**src/adcsq_map.svh**
```systemverilog
// Register offsets, field positions, reset values and timing counts of the converter block
`ifndef ADCSQ_MAP_SVH
`define ADCSQ_MAP_SVH

// Byte addresses on the CPU bus
`define ADCSQ_ADDR_RESULT_A 16'hFFE0
`define ADCSQ_ADDR_RESULT_B 16'hFFE2
`define ADCSQ_ADDR_RESULT_C 16'hFFE4
`define ADCSQ_ADDR_RESULT_D 16'hFFE6
`define ADCSQ_ADDR_CSR 16'hFFE8
`define ADCSQ_ADDR_TCR 16'hFFEA

// Control/status field positions
`define ADCSQ_CSR_DONE 7
`define ADCSQ_CSR_IRQ_EN 6
`define ADCSQ_CSR_START 5
`define ADCSQ_CSR_MODE 4
`define ADCSQ_CSR_SPEED 3
`define ADCSQ_CSR_GROUP 2

// Trigger control field positions and fixed bits
`define ADCSQ_TCR_TRG_EN 7
`define ADCSQ_TCR_SPARE 0
`define ADCSQ_TCR_FIXED_ONES 6'h3F

// Reset values
`define ADCSQ_CSR_RESET 8'h00
`define ADCSQ_TCR_RESET 8'h7E
`define ADCSQ_RESULT_RESET 8'h00
`define ADCSQ_READ_IDLE 8'h00

// Conversion lengths in states (one state is one sys_clk cycle)
`define ADCSQ_CONV_MAX_SLOW 242
`define ADCSQ_CONV_MAX_FAST 122
`define ADCSQ_SCAN_LEN_SLOW 256
`define ADCSQ_SCAN_LEN_FAST 128
`define ADCSQ_TRIAL_SLOW 16
`define ADCSQ_TRIAL_FAST 8
`define ADCSQ_NUM_BITS 8

`endif

```
**src/adcsq_pkg.sv**
```systemverilog
// Types shared by the converter control modules
package adcsq_pkg;
    typedef logic [7:0] adcsq_byte_t;
    typedef enum logic [0:0] {ADCSQ_IDLE = 1'b0, ADCSQ_CONV = 1'b1} adcsq_state_t;
    typedef enum logic [0:0] {ADCSQ_SINGLE = 1'b0, ADCSQ_SCAN = 1'b1} adcsq_mode_t;
endpackage

```
**src/adcsq_sar_if.sv**
```systemverilog
// Carrier between the sequencer and the bit-trial engine
`timescale 1ns/1ps
interface adcsq_sar_if;
    logic start;
    logic abort;
    logic [7:0] sample_len;
    logic [4:0] trial_len;
    logic compare;
    logic busy;
    logic done;
    logic sample;
    logic [7:0] word;
    modport ctrl (output start, abort, sample_len, trial_len, compare, input busy, done, sample, word);
    modport engine (input start, abort, sample_len, trial_len, compare, output busy, done, sample, word);
endinterface

```
**src/adcsq_ctrl.sv**
```systemverilog
// Eight-channel 8-bit converter sequencer with register file and trigger input
`timescale 1ns/1ps
`include "adcsq_map.svh"
module adcsq_ctrl #(
    parameter int NUM_RESULTS = 4
) (
    input wire logic sys_clk,
    input wire logic reset_n,
    input wire logic standby_enter,
    input wire logic [15:0] bus_addr,
    input wire adcsq_pkg::adcsq_byte_t bus_wdata,
    input wire logic bus_wr,
    input wire logic bus_rd,
    output adcsq_pkg::adcsq_byte_t bus_rdata,
    input wire logic ext_trigger_n,
    input wire logic core_compare,
    output logic [2:0] core_channel,
    output logic core_sample,
    output adcsq_pkg::adcsq_byte_t core_trial,
    output logic conv_done_irq
);
    import adcsq_pkg::*;

    // Derived sample lengths; first conversion allows two cycles of start latency
    localparam int BIT_SLOW = `ADCSQ_NUM_BITS * `ADCSQ_TRIAL_SLOW;
    localparam int BIT_FAST = `ADCSQ_NUM_BITS * `ADCSQ_TRIAL_FAST;
    localparam logic [7:0] FIRST_SMP_SLOW = 8'(`ADCSQ_CONV_MAX_SLOW - BIT_SLOW - 2);
    localparam logic [7:0] FIRST_SMP_FAST = 8'(`ADCSQ_CONV_MAX_FAST - BIT_FAST - 2);
    localparam logic [7:0] NEXT_SMP_SLOW = 8'(`ADCSQ_SCAN_LEN_SLOW - BIT_SLOW - 1);
    localparam logic [7:0] NEXT_SMP_FAST = 8'(`ADCSQ_SCAN_LEN_FAST - BIT_FAST - 1);
    localparam logic [4:0] TRIAL_SLOW = 5'(`ADCSQ_TRIAL_SLOW);
    localparam logic [4:0] TRIAL_FAST = 5'(`ADCSQ_TRIAL_FAST);

    adcsq_sar_if sar_bus ();

    adcsq_sar u_sar (
        .sys_clk(sys_clk),
        .reset_n(reset_n),
        .sar(sar_bus.engine)
    );

    // Control/status fields
    logic conv_done_flag;
    logic done_irq_enable;
    logic conv_start_bit;
    adcsq_mode_t conv_mode;
    logic conv_speed_select;
    logic group_select;
    logic channel_select_hi;
    logic channel_select_lo;
    logic done_read_armed;
    // Trigger control fields
    logic ext_trigger_enable;
    logic spare_bit0;
    logic trigger_prev_n;
    // Sequencer
    adcsq_state_t state;
    logic first_conv;
    logic [2:0] cur_chan;
    adcsq_byte_t results [NUM_RESULTS];

    // Address decode
    wire sel_csr = (bus_addr == `ADCSQ_ADDR_CSR);
    wire sel_tcr = (bus_addr == `ADCSQ_ADDR_TCR);
    wire sel_res_a = (bus_addr == `ADCSQ_ADDR_RESULT_A);
    wire sel_res_b = (bus_addr == `ADCSQ_ADDR_RESULT_B);
    wire sel_res_c = (bus_addr == `ADCSQ_ADDR_RESULT_C);
    wire sel_res_d = (bus_addr == `ADCSQ_ADDR_RESULT_D);
    wire wr_csr = bus_wr && sel_csr;
    wire wr_tcr = bus_wr && sel_tcr;
    wire rd_csr = bus_rd && sel_csr;

    // Register images as read back
    wire [1:0] chan_low = {channel_select_hi, channel_select_lo};
    wire [7:0] csr_image = {conv_done_flag, done_irq_enable, conv_start_bit, conv_mode,
                            conv_speed_select, group_select, chan_low};
    wire [7:0] tcr_image = {ext_trigger_enable, `ADCSQ_TCR_FIXED_ONES, spare_bit0};
    wire [7:0] read_mux = sel_csr ? csr_image :
                          sel_tcr ? tcr_image :
                          sel_res_a ? results[0] :
                          sel_res_b ? results[1] :
                          sel_res_c ? results[2] :
                          sel_res_d ? results[3] : `ADCSQ_READ_IDLE;

    // Sequencer decisions
    wire is_scan = (conv_mode == ADCSQ_SCAN);
    wire converting = (state == ADCSQ_CONV);
    wire conv_end = converting && sar_bus.done && conv_start_bit;
    wire last_in_scan = (cur_chan[1:0] == chan_low);
    wire scan_relaunch = conv_end && is_scan;
    wire [2:0] first_chan = is_scan ? {group_select, 2'b00} : {group_select, chan_low};
    wire [2:0] next_chan = last_in_scan ? first_chan : {cur_chan[2], cur_chan[1:0] + 2'b01};

    wire trigger_fall = trigger_prev_n && !ext_trigger_n;
    wire trig_set = ext_trigger_enable && trigger_fall;

    // done on single end or last scan channel
    wire done_set = conv_end && (!is_scan || last_in_scan);
    // clear only after armed read, zero write
    wire done_clear = wr_csr && !bus_wdata[`ADCSQ_CSR_DONE] && done_read_armed;
    // Set wins over clear
    wire next_done = done_set || (conv_done_flag && !done_clear);
    // single mode start self-clears at end
    wire start_hw_clear = conv_end && !is_scan;
    wire next_start = trig_set || (wr_csr ? bus_wdata[`ADCSQ_CSR_START] : (conv_start_bit && !start_hw_clear));
    wire next_armed = rd_csr ? conv_done_flag : (wr_csr ? 1'b0 : done_read_armed);

    // speed picks trial and first sample lengths
    wire [4:0] trial_len = conv_speed_select ? TRIAL_FAST : TRIAL_SLOW;
    wire [7:0] first_len = conv_speed_select ? FIRST_SMP_FAST : FIRST_SMP_SLOW;
    wire [7:0] next_len = conv_speed_select ? NEXT_SMP_FAST : NEXT_SMP_SLOW;

    // Engine hookup
    // start low aborts and holds engine idle
    // standby stops the engine at once
    // Otherwise a running engine outlives standby and hijacks the next start
    assign sar_bus.abort = (converting && !conv_start_bit) || standby_enter;
    assign sar_bus.start = ((state == ADCSQ_IDLE) && conv_start_bit) || scan_relaunch;
    assign sar_bus.sample_len = scan_relaunch ? next_len : first_len;
    assign sar_bus.trial_len = trial_len;
    assign sar_bus.compare = core_compare;

    // analog core driven from engine flops and the sequencer channel pointer
    assign core_sample = sar_bus.sample;
    assign core_trial = sar_bus.word;
    assign core_channel = cur_chan;
    assign conv_done_irq = conv_done_flag && done_irq_enable;

    // Control/status register
    always_ff @(posedge sys_clk or negedge reset_n) begin
        if (!reset_n) begin
            {conv_done_flag, done_irq_enable, conv_start_bit} <= 3'b000;
            conv_mode <= ADCSQ_SINGLE;
            {conv_speed_select, group_select, channel_select_hi, channel_select_lo} <= 4'h0;
            done_read_armed <= 1'b0;
        end else if (standby_enter) begin
            {conv_done_flag, done_irq_enable, conv_start_bit} <= 3'b000;
            conv_mode <= ADCSQ_SINGLE;
            {conv_speed_select, group_select, channel_select_hi, channel_select_lo} <= 4'h0;
            done_read_armed <= 1'b0;
        end else begin
            conv_done_flag <= next_done;
            conv_start_bit <= next_start;
            done_read_armed <= next_armed;
            if (wr_csr) begin
                done_irq_enable <= bus_wdata[`ADCSQ_CSR_IRQ_EN];
                conv_mode <= adcsq_mode_t'(bus_wdata[`ADCSQ_CSR_MODE]);
                conv_speed_select <= bus_wdata[`ADCSQ_CSR_SPEED];
                group_select <= bus_wdata[`ADCSQ_CSR_GROUP];
                {channel_select_hi, channel_select_lo} <= bus_wdata[1:0];
            end
        end
    end

    // Trigger control register and edge history
    always_ff @(posedge sys_clk or negedge reset_n) begin
        if (!reset_n) begin
            ext_trigger_enable <= 1'b0;
            spare_bit0 <= 1'b0;
            trigger_prev_n <= 1'b1;
        end else if (standby_enter) begin
            ext_trigger_enable <= 1'b0;
            spare_bit0 <= 1'b0;
            trigger_prev_n <= 1'b1;
        end else begin
            trigger_prev_n <= ext_trigger_n;
            if (wr_tcr) begin
                ext_trigger_enable <= bus_wdata[`ADCSQ_TCR_TRG_EN];
                spare_bit0 <= bus_wdata[`ADCSQ_TCR_SPARE];
            end
        end
    end

    // Sequencer state, channel pointer and first-conversion marker
    always_ff @(posedge sys_clk or negedge reset_n) begin
        if (!reset_n) begin
            state <= ADCSQ_IDLE;
            first_conv <= 1'b1;
            cur_chan <= 3'h0;
        end else begin
            case (state)
                ADCSQ_IDLE: begin
                    if (conv_start_bit && !standby_enter) begin
                        state <= ADCSQ_CONV;
                        first_conv <= 1'b1;
                        cur_chan <= first_chan;
                    end
                end
                ADCSQ_CONV: begin
                    if (!conv_start_bit || standby_enter) begin
                        state <= ADCSQ_IDLE;
                    end else if (sar_bus.done && !is_scan) begin
                        state <= ADCSQ_IDLE;
                    end else if (sar_bus.done) begin
                        // step through group, wrapping to first channel after last
                        first_conv <= 1'b0;
                        cur_chan <= next_chan;
                    end
                end
                default: begin
                    state <= ADCSQ_IDLE;
                end
            endcase
        end
    end

    // results land in register by channel low bits
    // both groups share the four registers
    for (genvar i = 0; i < NUM_RESULTS; i++) begin : g_result
        always_ff @(posedge sys_clk or negedge reset_n) begin
            if (!reset_n) begin
                results[i] <= `ADCSQ_RESULT_RESET;
            end else if (standby_enter) begin
                results[i] <= `ADCSQ_RESULT_RESET;
            end else if (conv_end && (cur_chan[1:0] == 2'(i))) begin
                results[i] <= sar_bus.word;
            end
        end
    end

    // Read data stand for one cycle after the strobe
    // fixed ones appear in trigger image
    always_ff @(posedge sys_clk or negedge reset_n) begin
        if (!reset_n) begin
            bus_rdata <= `ADCSQ_READ_IDLE;
        end else begin
            bus_rdata <= bus_rd ? read_mux : `ADCSQ_READ_IDLE;
        end
    end

    // Helper count of engine busy cycles
    logic [8:0] busy_cnt;
    always_ff @(posedge sys_clk or negedge reset_n) begin
        if (!reset_n) begin
            busy_cnt <= 9'h000;
        end else if (sar_bus.start && !sar_bus.busy) begin
            busy_cnt <= 9'h000;
        end else if (sar_bus.busy) begin
            busy_cnt <= busy_cnt + 9'h001;
        end
    end
endmodule

```
**src/adcsq_sar.sv**
```systemverilog
// Successive-approximation bit-trial engine
`timescale 1ns/1ps
module adcsq_sar (
    input wire logic sys_clk,
    input wire logic reset_n,
    adcsq_sar_if.engine sar
);
    import adcsq_pkg::*;

    logic busy;
    logic sampling;
    logic done;
    logic [7:0] cnt;
    logic [2:0] bit_idx;
    adcsq_byte_t word;

    // Trial masks and next working word
    wire [7:0] bit_mask = 8'h01 << bit_idx;
    wire [7:0] lower_mask = bit_mask >> 1;
    wire [7:0] next_word = (sar.compare ? word : (word & ~bit_mask)) | lower_mask;
    wire last_count = (cnt == 8'h01);

    assign sar.busy = busy;
    assign sar.done = done;
    assign sar.sample = sampling;
    assign sar.word = word;

    // Sample phase then eight trials, one bit each
    always_ff @(posedge sys_clk or negedge reset_n) begin
        if (!reset_n) begin
            busy <= 1'b0;
            sampling <= 1'b0;
            done <= 1'b0;
            cnt <= 8'h00;
            bit_idx <= 3'h0;
            word <= 8'h00;
        end else begin
            done <= 1'b0;
            if (sar.abort) begin
                busy <= 1'b0;
                sampling <= 1'b0;
            end else if (!busy && sar.start) begin
                busy <= 1'b1;
                sampling <= 1'b1;
                cnt <= sar.sample_len;
                bit_idx <= 3'h7;
                word <= 8'h80;
            end else if (busy && last_count && sampling) begin
                sampling <= 1'b0;
                cnt <= {3'h0, sar.trial_len};
            end else if (busy && last_count) begin
                word <= next_word;
                cnt <= {3'h0, sar.trial_len};
                if (bit_idx == 3'h0) begin
                    busy <= 1'b0;
                    done <= 1'b1;
                end else begin
                    bit_idx <= bit_idx - 3'h1;
                end
            end else if (busy) begin
                cnt <= cnt - 8'h01;
            end
        end
    end
endmodule

```
**config.mk**
```make
export PLATFORM = sky130hd
export DESIGN_NAME = adcsq_ctrl
export DESIGN_NICKNAME = d
export VERILOG_FILES = /design/src/adcsq_pkg.sv /design/src/adcsq_sar_if.sv /design/src/adcsq_ctrl.sv /design/src/adcsq_sar.sv
export VERILOG_INCLUDE_DIRS = /design/src /design/src/src
export SDC_FILE = /design/constraint.sdc
export NUM_CORES = 1
export LEC_CHECK = 0
export BUFFER_PORTS_ARGS = -buffer_cell sky130_fd_sc_hd__buf_2
export CAP_MARGIN = 25
export CORE_UTILIZATION = 59
export CTS_BUF_LIST = sky130_fd_sc_hd__clkbuf_4 sky130_fd_sc_hd__clkbuf_8 sky130_fd_sc_hd__clkbuf_16
export DETAILED_ROUTE_END_ITERATION = 12
export PLACE_DENSITY = 0.79
export SYNTH_ARGS = -nofsm -noshare
export SYNTH_HDL_FRONTEND = slang
export SYNTH_SLANG_ARGS = --single-unit
```
**constraint.sdc**
```tcl
create_clock -name sys_clk -period 2.7 [get_ports sys_clk]
set_input_delay 0.81 -clock sys_clk [delete_from_list [all_inputs] [get_ports sys_clk]]
set_output_delay 0.81 -clock sys_clk [all_outputs]
set_load 0.05 [all_outputs]
```
==> metrics.txt <==
run status complete, no violations; top-level I/O count 52; count of hold-fix buffers inserted at cts 0; NumNets Final 592; Routed wire per std cell 17.10 um; IR drop worst, VDD 310.1 uV; number of enable flip-flop cells after synthesis 0; aggregate global routing overflow 0; final critical-path share of the clock period 0.7712; std cell rows 31; relative contribution of combinational cells to total power 0.127; async set-or-reset flop fraction in the synthesized netlist 1.000; # Max-Cap Violations 0; DRC viols 0; worst endpoint required time 2.97 ns; depth of the CTS H-tree 3; synthesis-to-layout area growth 14.12%; measured slew at the worst slew-check pin 0.6302 ns; number of global-route vias before repair 3,753; cell taking the most area after synthesis sky130_fd_sc_hd__dfrtp_1; max_slew headroom 0.5794; clock period minus worst slack 2.082 ns; wirelength, routed 11,190 um; switching share of power 0.2755; Yosys cell types 68; setup slack after layout 0.6178 ns; diode insertion count for antenna repair 0; drt via density 6.231; Max Clock Freq 480.3 MHz; core area 0.007253 mm^2; proportion of power drawn by flip-flops and latches 0.509; cell internal power dissipation 1794 uW; count of warnings emitted by yosys 0; source-to-sink clock delay at the later pin of the worst-skew pair 0.36 ns; Num CTS Buffers 9; largest fanout of any net on the critical path 18; static leakage 0.002160 uW; critical register-to-register path endpoint u_sar.bit_idx[2]; worst-case setup slack after placement 0.2526 ns; pin count of the biggest net entering global routing 35; Primary FF master, synth sky130_fd_sc_hd__dfrtp_1; total standard cell area after synthesis 0.004423 mm^2; synthesized instance count 496; number of nets still failing antenna checks after routing 0; ratio of total power to cell area 490.5 mW/mm^2; number of clock sinks seen by CTS 78; final estimated routing congestion in global placement 0.9369; proportion of layout cells with a drive suffix above 1 0.1964; post-cts gate resize count 0; most common library cell in the layout ignoring fill and taps sky130_fd_sc_hd__dfrtp_1; R2R Setup Slk 0.66 ns; synthesized net count 538; category of the worst setup path launch point input pin; input/output buffers 51; first-pass iteration count of the detailed router 5; antenna violations before repair 0; crit end category flop; Detailed Route Iter0 Violations 295; unrepaired setup endpoints after global routing false; HPWL after DPL 8141 um; Sw Pwr 682.1 uW; final setup skew 0.006070 ns; Total Die Area 0.007846 mm^2; setup violators final 0; area share of the largest cell type after synthesis 0.4356; source of the worst register-to-register timing path u_sar.cnt[1]; crit path DAT 2.35 ns; most frequent cells in the layout 77 x sky130_fd_sc_hd__dfrtp_1, 75 x sky130_fd_sc_hd__nand2_1, 56 x sky130_fd_sc_hd__a21oi_1, 50 x sky130_fd_sc_hd__buf_2, 19 x sky130_fd_sc_hd__nand3_1; count of cells along the worst register-to-register path 7; clock transition time at the flip-flop clock pins of the worst setup and hold paths 0.08 ns; top post-synthesis cells by area sky130_fd_sc_hd__dfrtp_1 44%, sky130_fd_sc_hd__nand2_1 6.4%, sky130_fd_sc_hd__a21oi_1 6.3%, sky130_fd_sc_hd__ha_1 3.1%, sky130_fd_sc_hd__nand4_1 2.5%; average cell area after synthesis 8.917 um^2; all-layer global routing usage 0.3093; Crit Path Category input pin to flop; Die Ht 88.58 um; wire length of the first global-routing pass 18,130 um; starting density of the core 0.6098; vias 4,075; Hold Vio Cnt, Final 0; setup tns final 0 ns; proportion of power drawn by the clock network 0.364; Seq cells post-synth 78; total count of max-transition violations in the final report 0; class of the worst hold path input pin to asynchronous set/reset pin; register area share after synthesis 0.4416; buffer type at the clock tree root sky130_fd_sc_hd__clkbuf_8; post-CTS setup repair buffer count 0; CTS max path bufs 2; Die W 88.58 um; clock tree from TritonCTS built
worst max-delay path, stage by stage:
cell and delay [ns]:
sky130_fd_sc_hd__buf_2 0.19, sky130_fd_sc_hd__or4b_1 0.57, sky130_fd_sc_hd__nor4_4 0.39, sky130_fd_sc_hd__a22oi_1 0.13, sky130_fd_sc_hd__a211oi_1 0.27
per-layer routing:
metal / GRT usage / vias up / wire length [um]
li1: - / 1928 / -
met5: 0 / - / 0
met4: 0.1334 / 0 / 257
met2: 0.4972 / 146 / 5333
met1: 0.4164 / 1974 / 4987
met3: 0.05037 / 27 / 607
power by group through the flow:
stage | clock network (uW) | registers [uW] | logic [uW]
2_1_floorplan | 0 | 1300 | 167
3_3_place_gp | 0 | 1280 | 305
3_5_place_dp | 0 | 1280 | 314
4_1_cts | 913 | 1260 | 314
5_1_grt | 959 | 1270 | 347
6_report | 901 | 1260 | 314
cell families after synthesis:
| family | Yosys count | share of synthesized area |
|---|---|---|
| multiplexers | 4 | 0.009901 |
| flip-flops | 78 | 0.4416 |
| buffers and inverters | 43 | 0.03903 |
| XOR/XNOR | 2 | 0.003961 |
| adder cells (fa/ha/maj) | 11 | 0.03112 |
| AO/OA/AOI/OAI | 146 | 0.2133 |
| AND/OR/NAND/NOR | 212 | 0.2611 |
metrics by stage:
step	std cells	hold WS, ns	total power, uW	cell area [um^2]	utilization
floorplan	496	0.4898	1471	4423	-
global placement	638	0.4868	1584	4843	0.6678
finish	654	0.3858	2476	5047	0.6959
detailed placement	638	0.4920	1595	4843	0.6678
CTS	654	0.3901	2486	5047	0.6959
global route	654	0.4106	2573	5047	0.6959
final cells by class:
class	instances	area, um^2
repair buffers	69	405.4
clock inverters	5	58.81
clock buffers	11	145.1
fillers	576	2206
well taps	99	123.9
inverters	17	63.81
multi-input cells	375	2297
flip-flops and latches	78	1953
sequential cells by signal, indices dropped and copies added, names as in the netlist, 3 cells and up:
signal          count
bus_rdata           8
core_channel        3
results            32
u_sar.bit_idx       3
u_sar.cnt           8
u_sar.sar.word      8
worst max-delay path by stage:
stage               cells past startpoint         from  slack [ns]      endpoint
finish                                  5  bus_addr[2]        0.62  bus_rdata[1]
global route                            5  bus_addr[2]        0.47  bus_rdata[1]
CTS                                     5  bus_addr[2]        0.64  bus_rdata[1]
detailed placement                      5  bus_addr[2]        0.25  bus_rdata[1]
global placement                        5  bus_addr[2]        0.32  bus_rdata[6]
floorplan                               5  bus_addr[2]        0.49  bus_rdata[1]
synth_stat cells, types with 6 or more instances:
| library cell | n |
|---|---|
| sky130_fd_sc_hd__and2_1 | 7 |
| sky130_fd_sc_hd__a31oi_1 | 11 |
| sky130_fd_sc_hd__nand2_1 | 75 |
| sky130_fd_sc_hd__o21ai_0 | 18 |
| sky130_fd_sc_hd__nor3_1 | 13 |
| sky130_fd_sc_hd__a21oi_1 | 56 |
| sky130_fd_sc_hd__nand3b_1 | 8 |
| sky130_fd_sc_hd__o21bai_1 | 7 |
| sky130_fd_sc_hd__ha_1 | 11 |
| sky130_fd_sc_hd__inv_1 | 17 |
| sky130_fd_sc_hd__dfrtp_1 | 77 |
| sky130_fd_sc_hd__nand3_1 | 19 |
| sky130_fd_sc_hd__a22oi_1 | 6 |
| sky130_fd_sc_hd__a211oi_1 | 10 |
| sky130_fd_sc_hd__or3_1 | 9 |
| sky130_fd_sc_hd__nand4_1 | 18 |
| sky130_fd_sc_hd__clkbuf_1 | 23 |
| sky130_fd_sc_hd__nor2b_1 | 11 |
| sky130_fd_sc_hd__nor2_1 | 13 |
No activity file was read; power rests on OpenSTA's default activity.
